<file path="src/inc/wdt_pkg.sv">
/*
 * Constants for the real-time-clock watchdog block: register indexes,
 * field positions, values after reset and time-base figures.
 * Assumes a 250 MHz system clock and 32-bit APB access, one word per register.
 */
package wdt_pkg;

   // register indexes; byte address is four times the index
   localparam logic [16:0] IDX_INT_CTL  = 17'h1fff6;
   localparam logic [16:0] IDX_WDOG     = 17'h1fff7;
   localparam logic [16:0] IDX_STATUS   = 17'h1fff0;
   localparam logic [16:0] IDX_MASK     = 17'h1fff1;

   // watchdog_control fields
   localparam int STROBE_BIT = 7;
   localparam int LOCK_BIT   = 6;
   localparam int MULT_W     = 6;

   // interrupt_control fields, bits 7 down to 2 are stored
   localparam int IRQ_EN_BIT = 7;
   localparam int POL_BIT    = 3;
   localparam int INT_LO_BIT = 2;

   // status and mask fields
   localparam int FLAG_BIT    = 0;
   localparam int ELAPSED_LSB = 8;

   // values after reset
   localparam logic [5:0] MULT_RST    = 6'h00;
   localparam logic       LOCK_RST    = 1'b0;
   localparam logic [5:0] INT_CTL_RST = 6'h00;
   localparam logic       MASK_RST    = 1'b0;

   // time base: one step of the multiplier is one 32 Hz period
   localparam longint CLOCK_PERIOD_PS = 64'd4000;
   localparam longint TICK_PERIOD_PS  = 64'd31250000000;
   localparam int     TICK_CYCLES     = int'(TICK_PERIOD_PS / CLOCK_PERIOD_PS);

endpackage : wdt_pkg

</file>
<file path="src/inc/wdt_if.sv">
/*
 * Carrier between the register side and the watchdog counter.
 * Assumes both ends run on the one system clock.
 */
`timescale 1ns/1ps
interface wdt_if;
   logic       reload;
   logic [5:0] multiplier;
   logic       expire;
   logic [5:0] elapsed;

   modport ctl (output reload, output multiplier, input expire, input elapsed);
   modport cnt (input reload, input multiplier, output expire, output elapsed);
endinterface : wdt_if

</file>
<file path="src/design/rtc_watchdog_timer.sv">
/*
 * Watchdog register block with APB slave, interrupt pin driver and
 * maskable status interrupt; instantiates the watchdog counter.
 * Assumes an APB master on the same clock; interrupt pin resolved outside.
 */
// Register access over APB was chosen for this implementation.
`timescale 1ns/1ps
//
// Overview of operation
// - strobe write reloads and restarts timeout
// - strobe bit clears itself after reload
// - strobe bit always reads back zero
// - lock set keeps timeout field unchanged
// - timeout field writable only while unlocked
// - unlock must precede timeout write
// - interval is field times 31.25 ms
// - settings span 1 to 3Fh
// - field zero disables the watchdog
// - enable set: expiry drives pin, sets flag
// - enable clear: expiry sets flag only
// - polarity selects push-pull high or open-drain low
module rtc_watchdog_timer #(
   parameter int TICK_CYCLES = wdt_pkg::TICK_CYCLES,
   parameter int ADDR_W      = 19
) (
   // clock and reset
   input  wire logic              clock,
   input  wire logic              srst,
   // apb slave
   input  wire logic              psel,
   input  wire logic              penable,
   input  wire logic              pwrite,
   input  wire logic [ADDR_W-1:0] paddr,
   input  wire logic [31:0]       pwdata,
   input  wire logic [3:0]        pstrb,
   output      logic [31:0]       prdata,
   output      logic              pready,
   output      logic              pslverr,
   // interrupts
   output      logic              irq,
   output      logic              int_out,
   output      logic              int_oe
);

   wdt_if wd ();

   // register state
   logic [5:0] multiplier;
   logic       lock;
   logic       strobe;
   logic [5:0] int_ctl;
   logic       flag;
   logic       pin_hold;
   logic       mask;

   function automatic logic hit(input logic [ADDR_W-1:0] addr, input logic [16:0] idx);
      hit = (addr[ADDR_W-1:2] == idx[ADDR_W-3:0]) && (addr[1:0] == 2'b00);
   endfunction : hit

   // decode
   wire        hit_int   = hit(paddr, wdt_pkg::IDX_INT_CTL);
   wire        hit_wdog  = hit(paddr, wdt_pkg::IDX_WDOG);
   wire        hit_stat  = hit(paddr, wdt_pkg::IDX_STATUS);
   wire        hit_mask  = hit(paddr, wdt_pkg::IDX_MASK);
   wire        mapped    = hit_int || hit_wdog || hit_stat || hit_mask;
   wire        setup     = psel && !penable && !pready;
   wire        access    = psel && penable && pready;
   wire        wr_lane0  = access && pwrite && pstrb[0] && !pslverr;
   wire        wr_int    = wr_lane0 && hit_int;
   wire        wr_wdog   = wr_lane0 && hit_wdog;
   wire        wr_stat   = wr_lane0 && hit_stat;
   wire        wr_mask   = wr_lane0 && hit_mask;

   // fields
   wire        watchdog_irq_enable = int_ctl[wdt_pkg::IRQ_EN_BIT - wdt_pkg::INT_LO_BIT];
   wire        pol_high  = int_ctl[wdt_pkg::POL_BIT - wdt_pkg::INT_LO_BIT];
   wire        clr_flag  = wr_stat && pwdata[wdt_pkg::FLAG_BIT];
   wire        next_flag = wd.expire || (flag && !clr_flag);
   wire        next_pin  = (wd.expire && watchdog_irq_enable) || (pin_hold && !clr_flag);

   // read data, strobe position always zero
   wire [7:0]  rd_wdog   = {1'b0, lock, multiplier};
   wire [7:0]  rd_int    = {int_ctl, 2'b00};
   wire [31:0] rd_stat   = {18'h00000, wd.elapsed, 7'h00, flag};
   wire [31:0] rd_data   = hit_wdog ? {24'h000000, rd_wdog} :
                           hit_int  ? {24'h000000, rd_int}  :
                           hit_stat ? rd_stat               :
                           hit_mask ? {31'h00000000, mask}  : 32'h00000000;

   // apb: one wait-free access phase after every setup
   always_ff @(posedge clock)
   begin
      if (srst)
      begin
         pready  <= 1'b0;
         pslverr <= 1'b0;
         prdata  <= 32'h00000000;
      end
      else
      begin
         pready  <= setup;
         pslverr <= setup && !mapped;
         prdata  <= (setup && !pwrite) ? rd_data : 32'h00000000;
      end
   end

   // timeout field and lock; old lock value gates the field
   always_ff @(posedge clock)
   begin
      if (srst)
      begin
         multiplier <= wdt_pkg::MULT_RST;
         lock       <= wdt_pkg::LOCK_RST;
      end
      else if (wr_wdog)
      begin
         lock <= pwdata[wdt_pkg::LOCK_BIT];
         if (!lock)
            multiplier <= pwdata[wdt_pkg::MULT_W-1:0];
      end
   end

   // strobe lives one cycle: the counter reloads on it, then it drops
   always_ff @(posedge clock)
   begin
      if (srst)
         strobe <= 1'b0;
      else
         strobe <= wr_wdog && pwdata[wdt_pkg::STROBE_BIT];
   end

   always_ff @(posedge clock)
   begin
      if (srst)
      begin
         int_ctl <= wdt_pkg::INT_CTL_RST;
         mask    <= wdt_pkg::MASK_RST;
      end
      else
      begin
         if (wr_int)
            int_ctl <= pwdata[7:wdt_pkg::INT_LO_BIT];
         if (wr_mask)
            mask <= pwdata[wdt_pkg::FLAG_BIT];
      end
   end

   // expiry wins over a same-cycle clear
   always_ff @(posedge clock)
   begin
      if (srst)
      begin
         flag     <= 1'b0;
         pin_hold <= 1'b0;
      end
      else
      begin
         flag     <= next_flag;
         pin_hold <= next_pin;
      end
   end

   // pin driver; open-drain releases by dropping the enable
   always_ff @(posedge clock)
   begin
      if (srst)
      begin
         int_out <= 1'b0;
         int_oe  <= 1'b0;
         irq     <= 1'b0;
      end
      else
      begin
         int_out <= pol_high && pin_hold;
         int_oe  <= pol_high || pin_hold;
         irq     <= flag && mask;
      end
   end

   assign wd.reload     = strobe;
   assign wd.multiplier = multiplier;

   wdt_counter #(
      .TICK_CYCLES (TICK_CYCLES)
   ) counter (
      .clock (clock),
      .srst  (srst),
      .wd    (wd)
   );
endmodule : rtc_watchdog_timer

</file>
<file path="src/design/wdt_counter.sv">
/*
 * Watchdog counter: 32 Hz tick divider and elapsed-step counter.
 * Assumes reload is a one-cycle pulse and multiplier is stable between writes.
 */
`timescale 1ns/1ps
module wdt_counter #(
   parameter int TICK_CYCLES = wdt_pkg::TICK_CYCLES
) (
   // clock and reset
   input  wire logic clock,
   input  wire logic srst,
   // link to the register side
   wdt_if.cnt        wd
);

   localparam int DIV_W = (TICK_CYCLES > 1) ? $clog2(TICK_CYCLES) : 1;
   localparam logic [DIV_W-1:0] DIV_LAST = DIV_W'(TICK_CYCLES - 1);

   logic [DIV_W-1:0] div;
   logic [5:0]       elapsed;
   logic             expire;
   wire              tick;
   wire              armed;
   wire  [6:0]       next_elapsed;
   wire              reached;

   assign tick         = (div == DIV_LAST);
   assign armed        = (wd.multiplier != 6'h00);
   assign next_elapsed = {1'b0, elapsed} + 7'h01;
   // >= so that lowering the multiplier mid-interval still expires
   assign reached      = (next_elapsed >= {1'b0, wd.multiplier});

   always_ff @(posedge clock)
   begin
      if (srst || wd.reload)
         div <= '0;
      else if (tick)
         div <= '0;
      else
         div <= div + DIV_W'(1);
   end

   always_ff @(posedge clock)
   begin
      if (srst || wd.reload || !armed)
         elapsed <= 6'h00;
      else if (tick)
         elapsed <= reached ? 6'h00 : next_elapsed[5:0];
   end

   always_ff @(posedge clock)
   begin
      if (srst || wd.reload)
         expire <= 1'b0;
      else
         expire <= tick && armed && reached;
   end

   assign wd.expire  = expire;
   assign wd.elapsed = elapsed;
endmodule : wdt_counter

</file>
<file path="config.mk">
export PLATFORM = sky130hd
export DESIGN_NAME = rtc_watchdog_timer
export DESIGN_NICKNAME = d
export VERILOG_FILES = /design/src/inc/wdt_pkg.sv /design/src/inc/wdt_if.sv /design/src/design/rtc_watchdog_timer.sv /design/src/design/wdt_counter.sv
export SDC_FILE = /design/constraint.sdc
export NUM_CORES = 1
export LEC_CHECK = 0
export BUFFER_PORTS_ARGS = -buffer_cell sky130_fd_sc_hd__clkbuf_2
export CORE_ASPECT_RATIO = 0.7
export CORE_MARGIN = 3
export CORE_UTILIZATION = 46
export DETAILED_ROUTE_END_ITERATION = 8
export PLACE_DENSITY = 0.8
export SLEW_MARGIN = 40
export SYNTH_ARGS = -nofsm -noshare
export SYNTH_HDL_FRONTEND = slang
export SYNTH_SLANG_ARGS = --single-unit
</file>
<file path="constraint.sdc">
create_clock -name clock -period 2.32 [get_ports clock]
set_clock_uncertainty 0.2 [all_clocks]
set_input_delay 0.232 -clock clock [delete_from_list [all_inputs] [get_ports clock]]
set_output_delay 0.232 -clock clock [all_outputs]
set_load 0.02 [all_outputs]
</file>
==> out/qor_table.md, run 1 <==
| Quantity | Reported |
| --- | --- |
| Number of port buffers | 51 |
| Setup ws final | 0.0809 ns |
| Starting DRC count in detailed routing | 125 |
| Crit path time final | 2.24 ns |
| Max-cap viol count | 0 |
| Vias in the first global route | 2254 |
| Total number of yosys warnings | 0 |
| Proportion of synthesized chip area in sequential cells | 42.5% |
| Router iterations before antenna repair | 4 |
| Diodes inserted | 0 |
| Fraction of synthesis flops using an asynchronous set or reset pin | 0% |
| Critical path endpoint category | flop |
| Startpoint-to-endpoint class of the critical path | reg -> reg |
| Routed Wire Length | 6710 um |
| Largest fanout on the critical path | 5 |
| Standard-cell rows | 24 |
| Number of enable flip-flop cells after synthesis | 0 |
| Reg clk slew, reported paths | 0.07 ns |
| Static leakage power | 1.64 nW |
| Final weighted congestion of routability-driven global placement | 0.872 |
| Post-synth cell types | 47 |
| Ratio of total power to cell area | 550 nW/um^2 |
| Largest net degree at the start of global routing | 23 |
| Startpoint class of the critical path | flop |
| Signal arrival time at the worst endpoint | 2.30 ns |
| Number of storage elements in the synthesis netlist | 66 |
| Die outline width | 104 um |
| CTS tree | done |
| Netlist area before placement | 3110 um^2 |
| Number of antenna violations at the first check in global routing | 0 |
| Average size of a mapped cell | 9.19 um^2 |
| Pre-CTS worst setup slack | -0.0439 ns |
| Multi-input gate area in the final layout | 1720 um^2 |
| Antenna Violating Nets Remaining | 0 |
| Largest buffer count on any clock path | 2 |
| Number of pins exceeding their max-slew limit in the final report | 0 |
| Wire length of the first global-routing pass | 10500 um |
| I/O pin total | 97 |
| Initial core utilization | 48.6% |
| Fraction of layout instances using a drive strength above 1 | 26.3% |
| Number of sinks driven by the clock tree | 66 |
| Die span in y | 74.8 um |
| Net count of the finished layout | 485 |
| CTS Root Cell | clkbuf_8 |
| Number of vias per cell after detailed routing | 5.06 |
| Residual DRC count | 0 |
| Setup TNS after final layout | 0 ns |
| WL/cell | 13.1 um |
| Non-filler instance count after layout | 513 |
| Cell count of the worst hold path | 3 |
| Clock latency on the worst-skew pair | 0.34 ns |
| Gate count of the mapped netlist | 338 |
| Count of final hold-check violations | 0 |
| Number of clock buffers inserted by TritonCTS | 9 |
| Number of filler cells placed in the layout | 504 |
| Peak supply drop | 0.268 mV |
| Worst r2r path cells | 9 |
| Final Total Pwr | 2.13 mW |
| Status | completed |
| # H-tree levels | 3 |
| Required time of the critical path | 2.38 ns |
| Hold Crit Class | in -> reg |
| Die Footprint | 7790 um^2 |
| Storage cell area | 1330 um^2 |
| Final global-route overflow total | 0 |
| HPWL after detailed placement | 4700 um |
| Core ar. | 6400 um^2 |
| Routed via count | 2594 |
| Final worst path period share | 96.5% |
| Pin slew with the least headroom to its limit | 0.579 ns |
| Number of cells in the design after placement | 481 |
| Total of endpoints with negative setup slack in the final report | 0 |
| Maximum frequency from static timing analysis | 0.447 GHz |
| Worst slew margin relative to its limit | 61.1% |
| Prevailing post-synth register cell | dfxtp_1 |
| Synthesis-to-layout area growth | 24.4% |
| Overall track demand over capacity in global routing | 16.9% |
[cell usage in the layout, fill, tap and decap left out, drive strengths merged, types with 10 or more instances in the layout]
cell and count:
dfxtp 66, clkbuf 63, nor2 61, nand2 28, nand4 20, mux2i 19
conb 18, nand3 17, buf 16, xor2 15, dlygate4sd3 11, xnor2 10
[synthesized netlist by cell type, types with 3 or more instances]
library cell / count / share of area, %
a21oi_1: 7 / 1.1
a31oi_1: 3 / 0.60
and2_1: 6 / 1.2
and3_1: 3 / 0.60
buf_4: 19 / 4.6
clkbuf_1: 4 / 0.48
dfxtp_1: 66 / 43
ha_1: 8 / 3.2
inv_1: 9 / 1.1
mux2i_1: 19 / 6.1
nand2_1: 27 / 3.3
nand2b_1: 3 / 0.60
nand3_1: 15 / 2.4
nand4_1: 16 / 3.2
nand4_2: 3 / 1.2
nor2_1: 59 / 7.1
nor3_1: 5 / 0.81
nor4_1: 3 / 0.60
nor4_4: 3 / 2.1
o21ai_0: 3 / 0.48
xnor2_1: 10 / 2.8
xor2_1: 15 / 4.2
[area by class of cell]
cell class / count / share of cell area (%)
repair buffers: 78 / 12.7
flip-flops and latches: 66 / 34.4
clock inverters: 4 / 0.680
inverters: 9 / 0.874
multi-input cells: 253 / 44.4
clock buffers: 12 / 4.02
well taps: 91 / 2.95
[registers in the layout, indices dropped and copies added (netlist names)]
name,count
strobe,1
mask,1
lock,1
counter.wd.expire,1
irq,1
pready,1
flag,1
multiplier,6
counter.wd.elapsed,6
int_out,1
pslverr,1
counter.div,23
int_oe,1
int_ctl,6
prdata,14
pin_hold,1
[cell families (layout without fill, tap and decap cells)]
| family | Yosys count | in the layout | synth area share (%) |
|---|---|---|---|
| other cells | 1 | 18 | 0.121 |
| fa+ha+maj | 8 | 8 | 3.22 |
| mux | 20 | 20 | 6.48 |
| compound gates | 18 | 18 | 3.91 |
| xor+xnor | 25 | 25 | 7.05 |
| buf+inv | 36 | 103 | 7.21 |
| flops | 66 | 66 | 42.5 |
| simple gates | 164 | 164 | 29.5 |
[routing by layer]
layer  track usage, %  wire [um]  vias to the layer above
li1                 -          -                     1281
met1             22.5       3210                     1212
met2             25.2       2940                       93
met3             7.54        484                        8
met4             4.42         72                        0
met5                0          0                        -
[report_power, final]
group | switching (mW) | leakage [nW] | internal (mW)
clock network | 0.418 | 0.0924 | 0.444
logic | 0.0755 | 1.02 | 0.0457
registers | 0.00688 | 0.534 | 1.14
total | 0.501 | 1.64 | 1.63
[critical path, stage by stage (launching register included)]
cell and delay (ns):
dfxtp_4 0.38, ha_4 0.19, xor2_2 0.16, ha_1 0.30, nand2_1 0.06, o21ai_1 0.18, a41oi_2 0.16, buf_4 0.19
buf_4 0.13, a211oi_1 0.21
[metrics by stage]
step | util [%] | hold slack (ns) | instance area (um^2)
finish | 60.4 | 0.0656 | 3860
global route | 60.4 | 0.0554 | 3860
CTS | 58.5 | 0.0534 | 3740
detailed placement | 53.7 | 0.243 | 3430
global placement | 53.7 | 0.232 | 3430
floorplan | - | 0.176 | 3170
[what timing repair did]
action	4_1_cts	5_1_grt
hold buffers	11	0
resized for setup	3	17
hold endpoints to repair	18	0
buffers inserted	2	2
setup endpoints to repair	6	7
pin swaps	1	6
gates cloned	0	1
[final timing paths]
| check | from | endpoint | slack [ns] |
|---|---|---|---|
| worst max-delay path | counter.wd.elapsed[0]$_SDFFE_PP0N_ | counter.wd.expire$_SDFF_PP0_ | 0.08 |
| worst min-delay path | psel | pready$_SDFF_PP0_ | 0.07 |
| worst max register to register | counter.wd.elapsed[0]$_SDFFE_PP0N_ | counter.wd.expire$_SDFF_PP0_ | 0.08 |
| worst min register to register | mask$_SDFFE_PP0P_ | irq$_SDFF_PP0_ | 0.25 |
(Power assumes the default switching activity.)
==> inputs of run 2 (changes only) <==
- CAP_MARGIN: default -> 20
- CORE_UTILIZATION: 46 -> 25
- PLACE_DENSITY: 0.8 -> 0.49
- clock period: 2.32 -> 2.87 ns (I/O delays scaled with it)
==> out/qor_table.md, run 2 (synthesis results as in run 1) <==
| Quantity | Reported | vs previous |
| --- | --- | --- |
| Status | completed |  |
| Worst r2r path cells | 9 | unchanged |
| Static leakage power | 1.58 nW | -3.6% |
| Peak supply drop | 0.275 mV | +2.6% |
| Cell count of the worst hold path | 3 | unchanged |
| Number of vias per cell after detailed routing | 4.35 | -14% |
| Register share of total power | 43.8% | -10 points |
| Wire length on met1 | 3640 um | +13% |
| Worst slew margin relative to its limit | 59.2% | -1.9 points |
| Final global-route overflow total | 0 | unchanged |
| Number of cells in the design after placement | 538 | +12% |
| WL/cell | 12.1 um | -7.3% |
| Hold Crit Class | in -> reg |  |
| FF-to-FF Start | counter.wd.elapsed[0]$_SDFFE_PP0N_ |  |
| CTS Root Cell | clkbuf_16 |  |
| Diodes inserted | 0 | unchanged |
| I/O pin total | 97 | unchanged |
| Startpoint-to-endpoint class of the critical path | reg -> reg |  |
| Total of endpoints with negative setup slack in the final report | 0 | unchanged |
| Number of port buffers | 51 | unchanged |
| Most common cell after layout, fill and taps aside | dfxtp_1 |  |
| Fraction of layout instances using a drive strength above 1 | 21.9% | -4.4 points |
| Ratio of total power to cell area | 559 nW/um^2 | +1.5% |
| Cell internal power dissipation | 1.65 mW | +1.3% |
| Overall track demand over capacity in global routing | 10.1% | -6.8 points |
| Worst Setup SP | counter.wd.elapsed[0]$_SDFFE_PP0N_ |  |
| Antenna Violating Nets Remaining | 0 | unchanged |
| Setup slack on the worst flop-to-flop path | 0.29 ns | +0.21 ns |
| Setup ws final | 0.289 ns | +0.208 ns |
| Die span in y | 99.3 um | +33% |
| Standard-cell rows | 33 | +38% |
| Max-cap viol count | 0 | unchanged |
| Required time of the critical path | 2.93 ns | +0.55 ns |
| Wire length on met2 | 2670 um | -9.4% |
| Reg clk slew, reported paths | 0.06 ns | about the same |
| Final weighted congestion of routability-driven global placement | 0.747 | -14% |
| Residual DRC count | 0 | unchanged |
| Final worst path period share | 89.9% | -6.6 points |
| Largest buffer count on any clock path | 2 | unchanged |
| Non-filler instance count after layout | 558 | +8.8% |
| Router iterations before antenna repair | 4 | unchanged |
| Post_cts resized | 0 | -3 |
| CTS tree | done |  |
| Number of antenna violations at the first check in global routing | 0 | unchanged |
| Register ranked first by flip-flop count | counter.div |  |
| Number of clock buffers inserted by TritonCTS | 9 | unchanged |
| Starting DRC count in detailed routing | 123 | -1.6% |
| Instance area at placement | 3450 um^2 | +0.44% |
| Number of pins exceeding their max-slew limit in the final report | 0 | unchanged |
| Maximum frequency from static timing analysis | 0.387 GHz | -13% |
| Largest fanout on the critical path | 10 | +5 |
| Flip-flop count of the largest register, all copies and words added | 23 | unchanged |
| Combinational power share | 4.3% | -1.4 points |
| Signal arrival time at the worst endpoint | 2.64 ns | +0.34 ns |
| Hold slack | 0.0117 ns | -0.0539 ns |
| Number of sinks driven by the clock tree | 66 | unchanged |
| Wire length of the first global-routing pass | 11200 um | +7.3% |
| Met3 wire len | 355 um | -27% |
| Count of final hold-check violations | 0 | unchanged |
| # H-tree levels | 3 | unchanged |
| HPWL after detailed placement | 5060 um | +7.6% |
| Highest-count cells in the layout ignoring fill and taps | 66 x dfxtp_1, 59 x nor2_1, 51 x clkbuf_2, 27 x nand2_1, 19 x mux2i_1 |  |
| Sw power | 0.472 mW | -5.7% |
| Largest net degree at the start of global routing | 23 | unchanged |
| Setup TNS after final layout | 0 ns | unchanged |
| Share of total power consumed by net switching | 22.3% | -1.3 points |
| Post-Layout Inst Area | 3790 um^2 | -1.8% |
| Crit path time final | 2.58 ns | +0.342 ns |
| Unrepaired setup endpoints after global routing | no |  |
| Synthesis-to-layout area growth | 22.1% |  |
| Share of total power in the clock network | 52.0% | +12 points |
| Initial core utilization | 26.0% | -23 points |
| Startpoint class of the critical path | flop |  |
| Net count of the finished layout | 464 | -4.3% |
| Clock latency on the worst-skew pair | 0.34 ns | about the same |
| Largest registers | counter.div (23), prdata (14) |  |
| Routed via count | 2429 | -6.4% |
| End point of the worst hold path | int_ctl[2]$_SDFFE_PP0P_ |  |
| Die outline width | 139 um | +34% |
| Vias in the first global route | 2168 | -3.8% |
| Pre-CTS worst setup slack | 0.306 ns | +0.350 ns |
| Highest routing layer actually used | met4 |  |
| RR Endpoint | counter.wd.elapsed[3]$_SDFFE_PP0N_ |  |
| Die Footprint | 13800 um^2 | +77% |
| Pin slew with the least headroom to its limit | 0.606 ns | +0.0263 ns |
| Critical path endpoint category | flop |  |
| Core ar. | 11900 um^2 | +87% |
| Routed Wire Length | 6770 um | +0.85% |
| Min-delay src | pwdata[4] |  |
-- run 2: cell count changes in the layout (fill, tap and decap cells not counted), sizes merged --
cell / change
clkinv: -1
clkbuf: -2
dlygate4sd3: -7
clkinvlp: +2
bufinv: +1
buf: -14
-- run 2: worst max-delay path by stage --
stage	slack, ns	cells past startpoint	end
6_report	0.29	9	counter.wd.elapsed[3]$_SDFFE_PP0N_
5_1_grt	0.03	9	counter.wd.elapsed[3]$_SDFFE_PP0N_
4_1_cts	0.28	9	counter.wd.elapsed[3]$_SDFFE_PP0N_
3_5_place_dp	0.31	9	counter.wd.elapsed[3]$_SDFFE_PP0N_
3_3_place_gp	0.32	9	counter.wd.elapsed[0]$_SDFFE_PP0N_
2_1_floorplan	0.62	9	counter.wd.elapsed[2]$_SDFFE_PP0N_
-- run 2: power groups by stage --
stage | clock, mW | combinational, mW | sequential [mW]
after global placement | 0 | 0.0848 | 0.947
final | 1.10 | 0.0904 | 0.928
after detailed placement | 0 | 0.0862 | 0.947
after CTS | 1.13 | 0.0909 | 0.927
after global routing | 1.18 | 0.0990 | 0.928
after floorplan | 0 | 0.0740 | 0.945
-- run 2: metal layers --
layer  vias up  global-route usage [%]
met2        58                    12.7
li1       1245                       -
met5         -                       0
met3         7                    3.46
met1      1119                    15.3
met4         0                    4.29
-- run 2: worst max-delay path, cell delays in order (launching register included) --
cell	delay, ns
dfxtp_1	0.42
nand3_1	0.21
nor2_1	0.19
xor2_1	0.21
ha_1	0.30
a21oi_1	0.16
nand2_1	0.09
a41oi_2	0.41
nand4_1	0.15
a31oi_1	0.18
-- run 2: what timing repair did --
item                                   CTS  global route
setup endpoints to repair                0             0
endpoints found under the hold margin    4             0
hold buffers                             4             0
buffers inserted                         0             0
-- run 2: layout make-up --
class | instances | area (um^2)
inverters | 9 | 33.8
multi-input cells | 253 | 1630
fillers | 1229 | 8140
clock inverters | 6 | 66.3
repair buffers | 57 | 310
clock buffers | 10 | 239
well taps | 157 | 196
flip-flops and latches | 66 | 1320
-- run 2: through the flow --
stage | total power, mW | utilization, %
after floorplan | 1.02 | -
after global placement | 1.03 | 28.9
after detailed placement | 1.03 | 28.9
after CTS | 2.15 | 31.8
after global routing | 2.21 | 31.8
final | 2.12 | 31.8
